**config.mk**
```make
export PLATFORM = sky130hd
export DESIGN_NAME = scp_top
export DESIGN_NICKNAME = d
export VERILOG_FILES = /design/src/hdl/scp_pkg.sv /design/src/hdl/scp_divider.sv /design/src/hdl/scp_top.sv
export SDC_FILE = /design/constraint.sdc
export NUM_CORES = 1
export LEC_CHECK = 0
export ABC_AREA = 1
export BUFFER_PORTS_ARGS = -buffer_cell sky130_fd_sc_hd__buf_4
export CAP_MARGIN = 40
export CORE_UTILIZATION = 50
export DETAILED_ROUTE_END_ITERATION = 7
export PLACE_DENSITY = 0.77
export RECOVER_POWER = 50
export SYNTH_ARGS = -nofsm -noshare
export SYNTH_HDL_FRONTEND = slang
export SYNTH_SLANG_ARGS = --single-unit
```
**constraint.sdc**
```tcl
create_clock -name aclk -period 2.4 [get_ports aclk]
set_input_delay 0.48 -clock aclk [delete_from_list [all_inputs] [get_ports aclk]]
set_output_delay 0.48 -clock aclk [all_outputs]
set_load 0.02 [all_outputs]
```
**src/hdl/scp_pkg.sv**
```systemverilog
// Function
// - A nominal 64 MHz PLL clock, locked to the RC oscillator, feeds timer 1 and the system.
// - Source fuses 0001 select the PLL clock divided by four, about 16 MHz.
// - PLL start-up codes 00..11 give 1K,16K,1K,16K cycles, plus 14CK+8ms or 14CK+68ms.
// - Source fuses 11 select the low-power 128 kHz oscillator.
// - 128 kHz start-up codes 00..10 give 6 cycles, plus 14CK, +4ms, +64ms; 11 reserved (the code gives 11 the +64ms delay as well).
// - A programmed clock output fuse drives the system clock on the output pin.
// - The clock output pin stays quiet while reset is asserted.
// - The output pin carries the divided system clock for select 0001..1000; at division 1 (select 0000) it stays high.
// - The prescaler divides the I/O, ADC, CPU and flash clocks for every source.
// - Change enable sets only when the same write has all other bits zero.
// - Change enable clears four cycles after setting, or when select is written.
// - Rewriting change enable inside the window neither extends nor clears it.
// - Select changes take effect only when written inside an open window.
// - Reset loads select 0000, or 0011 when the divide-by-eight fuse is programmed.
// - Any select value may be written whatever the divide-by-eight fuse says.
// - Select 0000..1000 divide by 1..256 in powers of two; above is reserved.
// - Bits 6..4 of the control register read as zero.
// - Division changes make no glitch and no frequency above old and new.
// - The divider is a counter on the undivided clock, not visible to software.
// - New rate starts between T1+T2 and T1+2*T2, with two edges between; the divider here switches at the end of the old period in progress.
// - Source fuses 0010 select the RC at 8.0 MHz, 0011 calibrated to 6.4 MHz.
package scp_pkg;
  localparam logic [11:0] SCP_CTRL_OFFSET = 12'h000;
  localparam logic [11:0] SCP_STATUS_OFFSET = 12'h004;
  localparam int SCP_CE_BIT = 7;
  localparam int SCP_SEL_LSB = 0;
  localparam int SCP_SEL_W = 4;
  localparam logic [3:0] SCP_SEL_RESET = 4'h0;
  localparam logic [3:0] SCP_SEL_DIV8 = 4'h3;
  localparam logic [3:0] SCP_SEL_MAX = 4'h8;
  localparam logic [3:0] SCP_SRC_PLL = 4'h1;
  localparam logic [3:0] SCP_SRC_RC8 = 4'h2;
  localparam logic [3:0] SCP_SRC_RC64 = 4'h3;
  localparam logic [1:0] SCP_SRC_LF = 2'h3;
  localparam logic [2:0] SCP_CE_CYCLES = 3'h4;
  localparam int SCP_CLK_MHZ = 250;
  localparam int SCP_PLL_MHZ = 64;
  localparam int SCP_PLL_DIV = 4;
  localparam int SCP_LF_KHZ = 128;
  localparam int SCP_SU_1K = 1024;
  localparam int SCP_SU_16K = 16384;
  localparam int SCP_SU_6 = 6;
  localparam int SCP_SU_EXTRA = 14;
  localparam int SCP_MS_4 = 4;
  localparam int SCP_MS_8 = 8;
  localparam int SCP_MS_64 = 64;
  localparam int SCP_MS_68 = 68;
  localparam logic [1:0] SCP_RESP_OKAY = 2'h0;
  localparam logic [1:0] SCP_RESP_SLVERR = 2'h2;
  typedef enum logic [1:0] {SCP_SRC_KIND_PLL, SCP_SRC_KIND_RC, SCP_SRC_KIND_LF, SCP_SRC_KIND_OTHER} scp_src_t;
  typedef struct packed {
    logic [3:0] clock_source_select_fuses;
    logic [1:0] startup_time_fuses;
    logic clock_output_fuse;
    logic divide_by_eight_fuse;
  } scp_fuse_t;
endpackage : scp_pkg

```
**src/hdl/scp_divider.sv**
```systemverilog
`timescale 1ns/1ps
`default_nettype none
module scp_divider (
  // Clock and reset
  input wire logic aclk,
  input wire logic aresetn,
  // Control
  input wire logic [3:0] sel,
  // Divided clock enable and level
  output logic tick,
  output logic div_clk
);
  typedef struct packed {
    logic [7:0] cnt;
    logic [3:0] cur;
    logic [3:0] pend;
    logic change;
    logic tick;
    logic lvl;
  } scp_div_state_t;
  scp_div_state_t s_r, s_nxt;
  logic [7:0] last;
  always_comb begin
    s_nxt = s_r;
    last = 8'((9'h1 << s_r.cur) - 9'h1);
    s_nxt.tick = 1'b0;
    if (sel != s_r.pend) begin
      s_nxt.pend = sel;
      s_nxt.change = 1'b1;
    end
    // Counter on the undivided clock; switch only at a period end to avoid glitches
    if (s_r.cnt >= last) begin
      s_nxt.cnt = 8'h00;
      s_nxt.tick = 1'b1;
      s_nxt.lvl = 1'b1;
      if (s_r.change || sel != s_r.pend) begin
        s_nxt.cur = (sel != s_r.pend) ? sel : s_r.pend;
        s_nxt.change = 1'b0;
      end
    end else begin
      s_nxt.cnt = s_r.cnt + 8'h01;
      s_nxt.lvl = (s_r.cnt + 8'h01) <= (last >> 1) && s_r.cur != 4'h0 ? 1'b1 : 1'b0;
    end
  end
  always_ff @(posedge aclk) begin
    if (!aresetn) begin
      s_r <= '0;
    end else begin
      s_r <= s_nxt;
    end
  end
  assign tick = s_r.tick;
  assign div_clk = s_r.lvl;
endmodule : scp_divider
`default_nettype wire

```
**src/hdl/scp_top.sv**
```systemverilog
// Register access over AXI4-Lite and the placing of the registers are this design's own decisions.
`timescale 1ns/1ps
`default_nettype none
module scp_top #(
  parameter int PLL_SU_MS_SHORT = scp_pkg::SCP_MS_8,
  parameter int PLL_SU_MS_LONG = scp_pkg::SCP_MS_68,
  parameter int LF_SU_MS_SHORT = scp_pkg::SCP_MS_4,
  parameter int LF_SU_MS_LONG = scp_pkg::SCP_MS_64,
  parameter int MS_CYCLES = scp_pkg::SCP_CLK_MHZ * 1000
) (
  // Clock and reset
  input wire logic aclk,
  input wire logic aresetn,
  // Fuses
  input wire scp_pkg::scp_fuse_t fuses,
  // AXI4-Lite write
  input wire logic [11:0] s_axi_awaddr,
  input wire logic s_axi_awvalid,
  output logic s_axi_awready,
  input wire logic [31:0] s_axi_wdata,
  input wire logic [3:0] s_axi_wstrb,
  input wire logic s_axi_wvalid,
  output logic s_axi_wready,
  output logic [1:0] s_axi_bresp,
  output logic s_axi_bvalid,
  input wire logic s_axi_bready,
  // AXI4-Lite read
  input wire logic [11:0] s_axi_araddr,
  input wire logic s_axi_arvalid,
  output logic s_axi_arready,
  output logic [31:0] s_axi_rdata,
  output logic [1:0] s_axi_rresp,
  output logic s_axi_rvalid,
  input wire logic s_axi_rready,
  // Clock outputs
  output logic sys_clk_en,
  output logic clock_output_pin,
  output logic clock_output_pin_oe,
  output logic startup_done
);
  typedef struct packed {
    logic aw_got;
    logic w_got;
    logic [11:0] awaddr;
    logic [31:0] wdata;
    logic [3:0] wstrb;
    logic bvalid;
    logic [1:0] bresp;
    logic rvalid;
    logic [1:0] rresp;
    logic [31:0] rdata;
    logic ce;
    logic [2:0] ce_cnt;
    logic [3:0] sel;
    logic [3:0] fac;
    logic fused;
    logic [31:0] su_cnt;
    logic su_done;
    logic pin;
    logic pin_oe;
    logic tick;
  } scp_state_t;
  scp_state_t s_r, s_nxt;
  logic div_tick;
  logic div_lvl;
  logic wr_fire;
  logic [7:0] wbyte;
  logic [31:0] su_target;
  scp_pkg::scp_src_t src;

  function automatic scp_pkg::scp_src_t src_kind(input logic [3:0] f);
    if (f == scp_pkg::SCP_SRC_PLL) begin
      src_kind = scp_pkg::SCP_SRC_KIND_PLL;
    end else if (f == scp_pkg::SCP_SRC_RC8 || f == scp_pkg::SCP_SRC_RC64) begin
      src_kind = scp_pkg::SCP_SRC_KIND_RC;
    end else if (f[1:0] == scp_pkg::SCP_SRC_LF) begin
      src_kind = scp_pkg::SCP_SRC_KIND_LF;
    end else begin
      src_kind = scp_pkg::SCP_SRC_KIND_OTHER;
    end
  endfunction : src_kind

  // Start-up delay in aclk cycles; oscillator cycles are approximated by aclk
  function automatic logic [31:0] su_cycles(input scp_pkg::scp_src_t k, input logic [1:0] c);
    int v;
    v = scp_pkg::SCP_SU_EXTRA;
    if (k == scp_pkg::SCP_SRC_KIND_PLL) begin
      v = v + (c[0] ? scp_pkg::SCP_SU_16K : scp_pkg::SCP_SU_1K);
      v = v + (c[1] ? PLL_SU_MS_LONG : PLL_SU_MS_SHORT) * MS_CYCLES;
    end else begin
      v = v + scp_pkg::SCP_SU_6;
      if (c == 2'h1) begin
        v = v + LF_SU_MS_SHORT * MS_CYCLES;
      end else if (c != 2'h0) begin
        v = v + LF_SU_MS_LONG * MS_CYCLES;
      end
    end
    su_cycles = 32'(v);
  endfunction : su_cycles

  scp_divider u_div (
    .aclk(aclk),
    .aresetn(aresetn),
    .sel(s_r.fac),
    .tick(div_tick),
    .div_clk(div_lvl)
  );

  assign src = src_kind(fuses.clock_source_select_fuses);
  assign su_target = su_cycles(src, fuses.startup_time_fuses);
  assign wr_fire = s_r.aw_got && s_r.w_got && !s_r.bvalid;
  assign wbyte = s_r.wdata[7:0];

  always_comb begin
    s_nxt = s_r;
    if (!s_r.fused) begin
      s_nxt.fused = 1'b1;
      s_nxt.sel = fuses.divide_by_eight_fuse ? scp_pkg::SCP_SEL_DIV8 : scp_pkg::SCP_SEL_RESET;
      s_nxt.fac = s_nxt.sel;
    end
    if (!s_r.su_done) begin
      if (s_r.su_cnt >= su_target) begin
        s_nxt.su_done = 1'b1;
      end else begin
        s_nxt.su_cnt = s_r.su_cnt + 32'h1;
      end
    end
    if (s_axi_awvalid && !s_r.aw_got) begin
      s_nxt.aw_got = 1'b1;
      s_nxt.awaddr = s_axi_awaddr;
    end
    if (s_axi_wvalid && !s_r.w_got) begin
      s_nxt.w_got = 1'b1;
      s_nxt.wdata = s_axi_wdata;
      s_nxt.wstrb = s_axi_wstrb;
    end
    // Window countdown runs on aclk cycles
    if (s_r.ce) begin
      if (s_r.ce_cnt <= 3'h1) begin
        s_nxt.ce = 1'b0;
        s_nxt.ce_cnt = 3'h0;
      end else begin
        s_nxt.ce_cnt = s_r.ce_cnt - 3'h1;
      end
    end
    if (wr_fire) begin
      s_nxt.aw_got = 1'b0;
      s_nxt.w_got = 1'b0;
      s_nxt.bvalid = 1'b1;
      s_nxt.bresp = scp_pkg::SCP_RESP_OKAY;
      if (s_r.awaddr[11:2] == scp_pkg::SCP_CTRL_OFFSET[11:2]) begin
        if (s_r.wstrb[0]) begin
          if (wbyte[scp_pkg::SCP_CE_BIT] && wbyte[6:0] == 7'h00) begin
            if (!s_r.ce) begin
              s_nxt.ce = 1'b1;
              s_nxt.ce_cnt = scp_pkg::SCP_CE_CYCLES;
            end
          end else if (!wbyte[scp_pkg::SCP_CE_BIT]) begin
            if (s_r.ce) begin
              s_nxt.sel = wbyte[scp_pkg::SCP_SEL_LSB +: scp_pkg::SCP_SEL_W];
              if (s_nxt.sel <= scp_pkg::SCP_SEL_MAX) begin
                s_nxt.fac = s_nxt.sel;
              end
            end
            s_nxt.ce = 1'b0;
            s_nxt.ce_cnt = 3'h0;
          end
        end
      end else if (s_r.awaddr[11:2] != scp_pkg::SCP_STATUS_OFFSET[11:2]) begin
        s_nxt.bresp = scp_pkg::SCP_RESP_SLVERR;
      end
    end
    if (s_r.bvalid && s_axi_bready) begin
      s_nxt.bvalid = 1'b0;
    end
    if (s_r.rvalid && s_axi_rready) begin
      s_nxt.rvalid = 1'b0;
    end
    if (s_axi_arvalid && !s_r.rvalid) begin
      s_nxt.rvalid = 1'b1;
      s_nxt.rresp = scp_pkg::SCP_RESP_OKAY;
      s_nxt.rdata = 32'h0000_0000;
      if (s_axi_araddr[11:2] == scp_pkg::SCP_CTRL_OFFSET[11:2]) begin
        s_nxt.rdata[7:0] = {s_r.ce, 3'h0, s_r.sel};
      end else if (s_axi_araddr[11:2] == scp_pkg::SCP_STATUS_OFFSET[11:2]) begin
        s_nxt.rdata[7:0] = {s_r.su_done, 1'b0, 2'(src), s_r.fac};
      end else begin
        s_nxt.rresp = scp_pkg::SCP_RESP_SLVERR;
      end
    end
    s_nxt.tick = div_tick && s_r.su_done;
    s_nxt.pin_oe = fuses.clock_output_fuse;
    s_nxt.pin = fuses.clock_output_fuse && s_r.su_done && div_lvl;
  end

  always_ff @(posedge aclk) begin
    if (!aresetn) begin
      s_r <= '0;
    end else begin
      s_r <= s_nxt;
    end
  end

  assign s_axi_awready = !s_r.aw_got;
  assign s_axi_wready = !s_r.w_got;
  assign s_axi_bvalid = s_r.bvalid;
  assign s_axi_bresp = s_r.bresp;
  assign s_axi_arready = !s_r.rvalid;
  assign s_axi_rvalid = s_r.rvalid;
  assign s_axi_rresp = s_r.rresp;
  assign s_axi_rdata = s_r.rdata;
  assign sys_clk_en = s_r.tick;
  assign clock_output_pin = s_r.pin;
  assign clock_output_pin_oe = s_r.pin_oe;
  assign startup_done = s_r.su_done;
endmodule : scp_top
`default_nettype wire

```
Word-level counts from Yosys, hierarchy flattened
Index checks and enable logic that the tools add are counted.

Eq/ne operators: 8. Add/subtract/negate cells: 6. $lt $le $gt $ge: 5. Reduce and logical (&&, ||, !) cells: 30. $mul: 1. Bitwise logic cells: 3. Shift operators: 1. Mux-type cells: 38.

Operators by type and width (count): $mux 12 (4); $mux 24 (2); $mux 35 (1); $add 32x1->32 const B (1); $ge 32x26->1 (1); $mux 8 (4); $add 16x25->26 (1); $mux 26 (1); $mul 7x14->21 const B (1); $logic_not 10->1 (2); $mux 4 (5); $add 4x15->16 const A (1); $mux 2 (8); $mux 15 (1); $logic_and 1x1->1 (12); $eq 10x1->1 const B (1); $ne 10x1->1 const B (1); $mux 1 (9); $mux 9 (1); $add 8x1->8 const B (1); $eq 4x2->1 const B (2); $ge 8x8->1 (1); $le 8x7->1 (1); $shl 1x4->8 const A (1); other kinds (19) (29).

Input bits: 75. Output and inout bits: 45. Register bits after elaboration: 105. Logic and storage cells: 118.

Logic depth before layout (Yosys ltp)
Gate-level depths: netlist of run 1.

Word-level depth: 9. Mapped depth: 18. Mapped depth without buffers: 17.

Hierarchy
From an unflattened synthesis of run 1, not the netlist that was laid out.

Cells, all modules: 850. Area total of the unflattened synthesis: 6217.2 µm².

Modules (own cells, without submodules): scp_top (area each 4893.4 µm², instances 1, cells each 661); scp_divider (area each 1323.8 µm², instances 1, cells each 189).

Least setup slack after synthesis of run 1
OpenSTA, ideal clock, no wires.

Kind: input port to flip-flop. Start: input fuses[3] in the netlist's numbering. End: register s_r[11] in the netlist's numbering. Required time: 2.330 ns. Arrival time: 2.416 ns. Stages: 15. Slack: -0.086 ns. Cells stage by stage: inv_1 ha_1 inv_1 nand2_4 inv_1 nand2_1 ha_1 nand2_1 inv_1 nand4_1 o211ai_1 a21oi_2 buf_2 nand3_1 a21oi_1.

Word-level cells in the longest chain between the ends: 7. Elaborated cells on any way between the ends: 11. Those cells by class: add/sub: 1; mul: 1; order compare: 1; eq/ne: 1; mux: 4; bitwise: 1; reduce/logical: 2.

RTL lines: start, declared (line scp_top.sv:15) `input wire scp_pkg::scp_fuse_t fuses,`; $mux 7 / $reduce_bool 2->1 (equally long branches) (line scp_top.sv:89, scp_top.sv:94); $mul 7x14->21 / $mux 24 (equally long branches) (line scp_top.sv:89, scp_top.sv:94); $add 16x25->26 / $mux 24 (equally long branches) (line scp_top.sv:89, scp_top.sv:92); $mux 26 * (line scp_top.sv:87) `if (k == scp_pkg::SCP_SRC_KIND_PLL) begin`; $ge 32x26->1 * (line scp_top.sv:122) `if (s_r.su_cnt >= su_target) begin`; $not 1->1 (no source line) *; $reduce_and 2->1 (no source line) *; end signal, assigned (line scp_top.sv:200) `s_r <= s_nxt;`; end, declared (line scp_top.sv:63) `scp_state_t s_r, s_nxt;`.

Every way passes the cells marked *; elsewhere a longest branch is shown, timed or not. A chain may end at the register's enable or synchronous reset.

Final worst setup path of run 1
Start: register u_div.s_r[7] in the netlist's numbering. End: register u_div.s_r[2] in the netlist's numbering.

Word-level cells in the longest chain between the ends: 4.

RTL lines: start, declared (line scp_divider.sv:21) `scp_div_state_t s_r, s_nxt;`; start signal, assigned (line scp_divider.sv:49) `s_r <= s_nxt;`; $shl 1x4->8 (line scp_divider.sv:25) `last = 8'((9'h1 << s_r.cur) - 9'h1);`; $sub 8x1->8 (line scp_divider.sv:25); $ge 8x8->1 (line scp_divider.sv:32) `if (s_r.cnt >= last) begin`; $mux 2 (line scp_divider.sv:32).

Every way passes these cells.

==> results.cfg, run 1 <==
[grt]
grt_pass1_vias = 4877
grt_util_all_layers = 0.229
grt_start_max_net_pins = 33
grt_pass1_wl_um = 21700
grt_overflow = 0
antenna_found_initial = 0

[cells_and_area]
syn_to_final_growth_pct = 23.6
fin_cells = 1026
regMostFlops = s_r
drive_gt1_frac = 0.195
multi_input_area_um2 = 3440
seq_area_um2 = 2000
largest_register_ffs = 66
nFillCells = 938
antennaDiodeCount = 0
fin_nets = 998

[power]
p_per_area_nw_per_um2 = 677
ir_drop_mv = 0.449
finalPower_uw = 4830
power.leakage_uw = 0.00322

[die]
fp.dieH_um = 109
start_util = 0.523
die-area_um2 = 12000
core_um2 = 11000
std_cell_rows = 38
die_x_um = 109
num_io_pins = 120

[sta]
setup_viol = 0
rsz0062_at_grt = yes
tns_ns = 0
skew_ns = 0.0113
max_freq_mhz = 425
final_max_slew_viol_count = 0
relSlewSlack = 0.404
hold_slack_ns = 0.308
min_period_ns = 2.35
tightest_slew_ns = 0.894
finalHoldViolCount = 0
fin_crit_sh = 0.979

[critical_path]
start_kind = flop
cp_max_fo = 3
critPathCaptureType = flop
critPathArrivalTime_ns = 2.63
path_class = reg -> reg
required_ns = 2.68

[yosys]
synth.top_cell.area_share = 0.347
synthFlopType = dfxtp_1
syn_inst = 788
synth_area_leaders = dfxtp_1, ha_1, nand2_1
yosysWarnings = 0
avgSynthCellArea_um2 = 7.32
ys_async_sr_fraction = 0
synth-seq-area-share = 0.347
synth_edf_count = 0
synth_seq_cells = 100
synth.distinct_cells = 45
syn-cell-area_um2 = 5770
yosysTopAreaCell = dfxtp_1

[cts]
cts_buffer_depth = 2
cts_root_buffer = clkbuf_16
numCtsBuffers = 9
cts_sinks = 100
h-tree-depth = 3
cts_hold_repair.buffers = 0
insertion_delay_ns = 0.35
cts.reportedPaths.clkPinSlew_ns = 0.07
cts_tree = yes

[status]
status = complete, no violations

[drt]
vias = 5435
route.detailed.drc = 0
wl_per_cell_um = 13.5
via_per_inst = 5.30
ant_nets = 0
firstDrtPassIters = 5
wl_um = 13800
drt_iter0_drc = 348

[placed_design]
gp_congestion = 0.927
dp_cells = 1001
numPortBuffers = 61
dp_hpwl_um = 9530

[run]
drv_cap = 0

[hold_path]
hold_class = in -> reg
-- placed cells by master (no fill, tap or decap), types with 6 or more instances in the layout --
cell	synthesis	routed
buf_6	2	6
o21ai_1	1	6
clkbuf_16	0	11
a21oi_2	1	8
a21oi_1	66	58
ha_1	42	36
conb_1	1	27
inv_1	94	86
inv_2	0	6
ha_4	0	6
dfxtp_1	100	98
buf_4	38	83
nor3_1	12	10
nand4_1	19	19
clkbuf_1	11	16
xnor2_1	11	10
nor2_1	96	92
o211ai_1	10	10
nand2_2	1	6
nand2_1	121	114
o21ai_0	40	34
xor2_1	18	18
nand3_1	54	53
-- synthesized netlist by cell type, drive strengths merged (2+ instances only) --
library cell,count
clkbuf,11
nand3,56
nand2,126
inv,94
or2,4
ha,42
o211ai,10
nand4,19
dfxtp,100
nor2,100
a31oi,4
a21oi,67
nor4,7
nor3,13
xor2,18
buf,44
nor3b,3
a211oi,3
o221ai,4
xnor2,11
a21o,2
o21ai,41
-- timing repair --
action / CTS / global route
pin swaps: 7 / 20
resized for setup: 4 / 56
setup buffers: 3 / 2
setup endpoints to repair: 17 / 41
cloned: 0 / 4
-- worst max-delay path, cell delays in order, from the launching register on --
cell and delay (ns):
dfxtp_1 0.35, nor2_1 0.05, inv_1 0.07, nor2_1 0.04, inv_1 0.11, ha_4 0.17
o211ai_1 0.10, xnor2_1 0.24, ha_1 0.29, nand2_2 0.09, nor2_2 0.05, nand4_1 0.12
o2111ai_4 0.17, nor2_2 0.13, inv_2 0.06, buf_6 0.11, a31oi_4 0.12
-- per-stage QoR --
step | cell area, um2 | setup WS [ns] | utilization
floorplan | 5910 | -0.0397 | -
global placement | 6510 | -0.301 | 0.590
detailed placement | 6510 | -0.380 | 0.590
CTS | 6840 | -0.00440 | 0.620
global route | 7130 | -0.105 | 0.647
finish | 7130 | 0.0494 | 0.647
-- routing by layer --
metal / track usage / part of all wire / vias up
met5: 0 / 0 / -
met4: 0.0752 / 0.023 / 0
met3: 0.0492 / 0.069 / 35
met2: 0.385 / 0.47 / 216
met1: 0.290 / 0.44 / 2448
li1: - / - / 2736
-- worst paths after layout --
check        slack, ns         start  depth (start not counted)      endpoint
max               0.05  u_div.s_r[7]                         16  u_div.s_r[2]
min               0.31  s_axi_bready                          2  s_axi_bvalid
max reg2reg       0.05  u_div.s_r[7]                         16  u_div.s_r[2]
min reg2reg       0.42    u_div.tick                          2    sys_clk_en
-- kinds of logic (layout without fill, tap and decap cells) --
family          Yosys count  count (layout)  share of synthesized area
simple gates            330             332                      0.261
buf+inv                 150             220                      0.125
compound gates          136             136                      0.131
flops                   100             100                      0.347
fa+ha+maj                42              42                     0.0910
xor+xnor                 29              29                     0.0440
other cells               1              27                   0.000650
-- where the power goes --
group / switching (uW) / leakage [uW] / internal, uW / total (uW)
Combinational: 824 / 0.00227 / 769 / 1590
Sequential: 67.4 / 0.000817 / 1760 / 1820
Clock: 666 / 0.000134 / 746 / 1410
-- final cells by class --
class | instances | area share
clock inverter | 5 | 0.00614
multi-input combinational | 566 | 0.483
inverter | 95 | 0.0514
tap | 140 | 0.0246
clock buffer | 11 | 0.0340
timing repair buffer | 109 | 0.120
sequential | 100 | 0.281
Note: power is estimated with default switching activity, not from simulation.
==> run 2: changes to the inputs <==
- CORE_ASPECT_RATIO: unset -> 0.9
- CORE_MARGIN: unset -> 1
==> results.cfg, run 2 (synthesis results as in run 1) <==
[critical_path]
r2r_setup_slack_ns = 0.03
reg2reg_from = u_div.s_r[9]
required_ns = 2.59
r2r-end = u_div.s_r[16]
startpoint = fuses[3]
path_class = in -> reg
start_kind = input pin
critPathCaptureType = flop
reg2regPathDepth = 15
cp_max_fo = 8
critPathArrivalTime_ns = 2.68

[die]
num_io_pins = 120
core_um2 = 11000
std_cell_rows = 36
start_util = 0.523
fp.dieH_um = 104
die_x_um = 115
die-area_um2 = 12000

[cells_and_area]
regMostFlops = s_r
largest_register_ffs = 66
layout_commonest_cell = nand2_1
syn_to_final_growth_pct = 30.2
fin_nets = 999
utilization = 0.681
drive_gt1_frac = 0.262
final_cell_mix = nand2_1, dfxtp_1, nor2_1
antennaDiodeCount = 0
nFillCells = 881

[hold_path]
hold_end = s_axi_bvalid
worstHoldStart = s_axi_bready
hold_depth = 2
hold_class = in -> reg

[cts]
cts_tree = yes
insertion_delay_ns = 0.35
cts.reportedPaths.clkPinSlew_ns = 0.07
h-tree-depth = 3
cts_sinks = 100
cts_hold_repair.buffers = 0
cts_root_buffer = clkbuf_16
cts_buffer_depth = 2
numCtsBuffers = 9

[sta]
relSlewSlack = 0.258
timing.final.ws_setup_ns = -0.0897
tightest_slew_ns = 1.11
max_freq_mhz = 402
fin_crit_sh = 1.04
min_period_ns = 2.49
tns_ns = -1.11
rsz0062_at_grt = yes
final_max_slew_viol_count = 0
skew_ns = 0.00761
finalHoldViolCount = 0
setup_viol = 26

[drt]
route.met3.wl_um = 1210
ant_nets = 0
top_layer = met4
firstDrtPassIters = 6
via_per_inst = 5.40
wl_met2_um = 6930
vias = 5609
wl_per_cell_um = 14.8
route.detailed.drc = 0
wl_um = 15400
wl_met1_um = 6680
drt_iter0_drc = 409

[grt]
grt_pass1_vias = 4793
grt_start_max_net_pins = 33
grt_pass1_wl_um = 22200
antenna_found_initial = 0
grt_util_all_layers = 0.232
grt_overflow = 0

[run]
drv_cap = 0

[power]
power.leakage_uw = 0.00326
ir_drop_mv = 0.335
p_per_area_nw_per_um2 = 637
finalPower_uw = 4790

[status]
status = finished, violations left
violations = negative setup slack

[placed_design]
numPortBuffers = 61
place_ws_ns = -0.347
dp_hpwl_um = 9830
gp_congestion = 0.896
## run 2: cell count changes in the layout (fill, tap and decap cells not counted), moves of 3 or more
cell / change
nand3_2: +13
nand2_2: +3
a21oi_1: -21
buf_6: +4
o21ai_0: -3
nand3_1: -24
nand3_4: +11
nand2_1: -4
a21oi_2: +20
clkbuf_1: -6
## run 2: layout make-up
| cell class | instances | area [um2] | area share |
|---|---|---|---|
| Tap cell | 152 | 190 | 0.0253 |
| Sequential cell | 100 | 2000 | 0.267 |
| Timing Repair Buffer | 109 | 876 | 0.117 |
| Multi-Input combinational cell | 567 | 3770 | 0.501 |
| Clock buffer | 9 | 225 | 0.0300 |
| Inverter | 95 | 373 | 0.0496 |
| Clock inverter | 6 | 78.8 | 0.0105 |
## run 2: through the flow
stage / area, um2 / hold WS [ns] / std cells
3_5_place_dp: 6480 / 0.416 / 1009
3_3_place_gp: 6480 / 0.410 / 1009
6_report: 7520 / 0.303 / 1038
4_1_cts: 6830 / 0.299 / 1026
2_1_floorplan: 5910 / 0.402 / 814
5_1_grt: 7520 / 0.295 / 1038
## run 2: worst max-delay path by stage
stage                         end  slack, ns  cells after the start
final                     s_r[19]      -0.09                     16
after floorplan           s_r[19]      -0.04                     15
after detailed placement  s_r[15]      -0.35                     17
after CTS                 s_r[15]     -0.002                     17
after global placement     s_r[7]      -0.24                     17
after global routing      s_r[19]      -0.19                     16
## run 2: power breakdown
group	switching (uW)	total, uW	internal, uW
Sequential	64.2	1820	1760
Clock	686	1510	827
Combinational	778	1450	674
## run 2: layer usage
layer  track usage  up-vias
met5             0        -
met4        0.0547        0
met3        0.0554       67
met2         0.351      258
met1         0.331     2536
li1              -     2748
## run 2: worst max-delay path: stages
cell,delay (ns)
buf_4,0.11
inv_4,0.05
ha_4,0.16
inv_4,0.07
nand2_8,0.07
inv_4,0.08
nand2_4,0.07
nand2_1,0.07
inv_1,0.06
ha_1,0.30
nand4_1,0.15
nor4_4,0.44
nand2_8,0.19
clkbuf_16,0.23
nand3_4,0.08
a21oi_2,0.05
## run 2: timing repair
item	CTS	global route
gates cloned	0	6
endpoints found under the setup margin	16	41
gates resized for setup	6	135
setup buffers	2	6
pin swaps	5	45
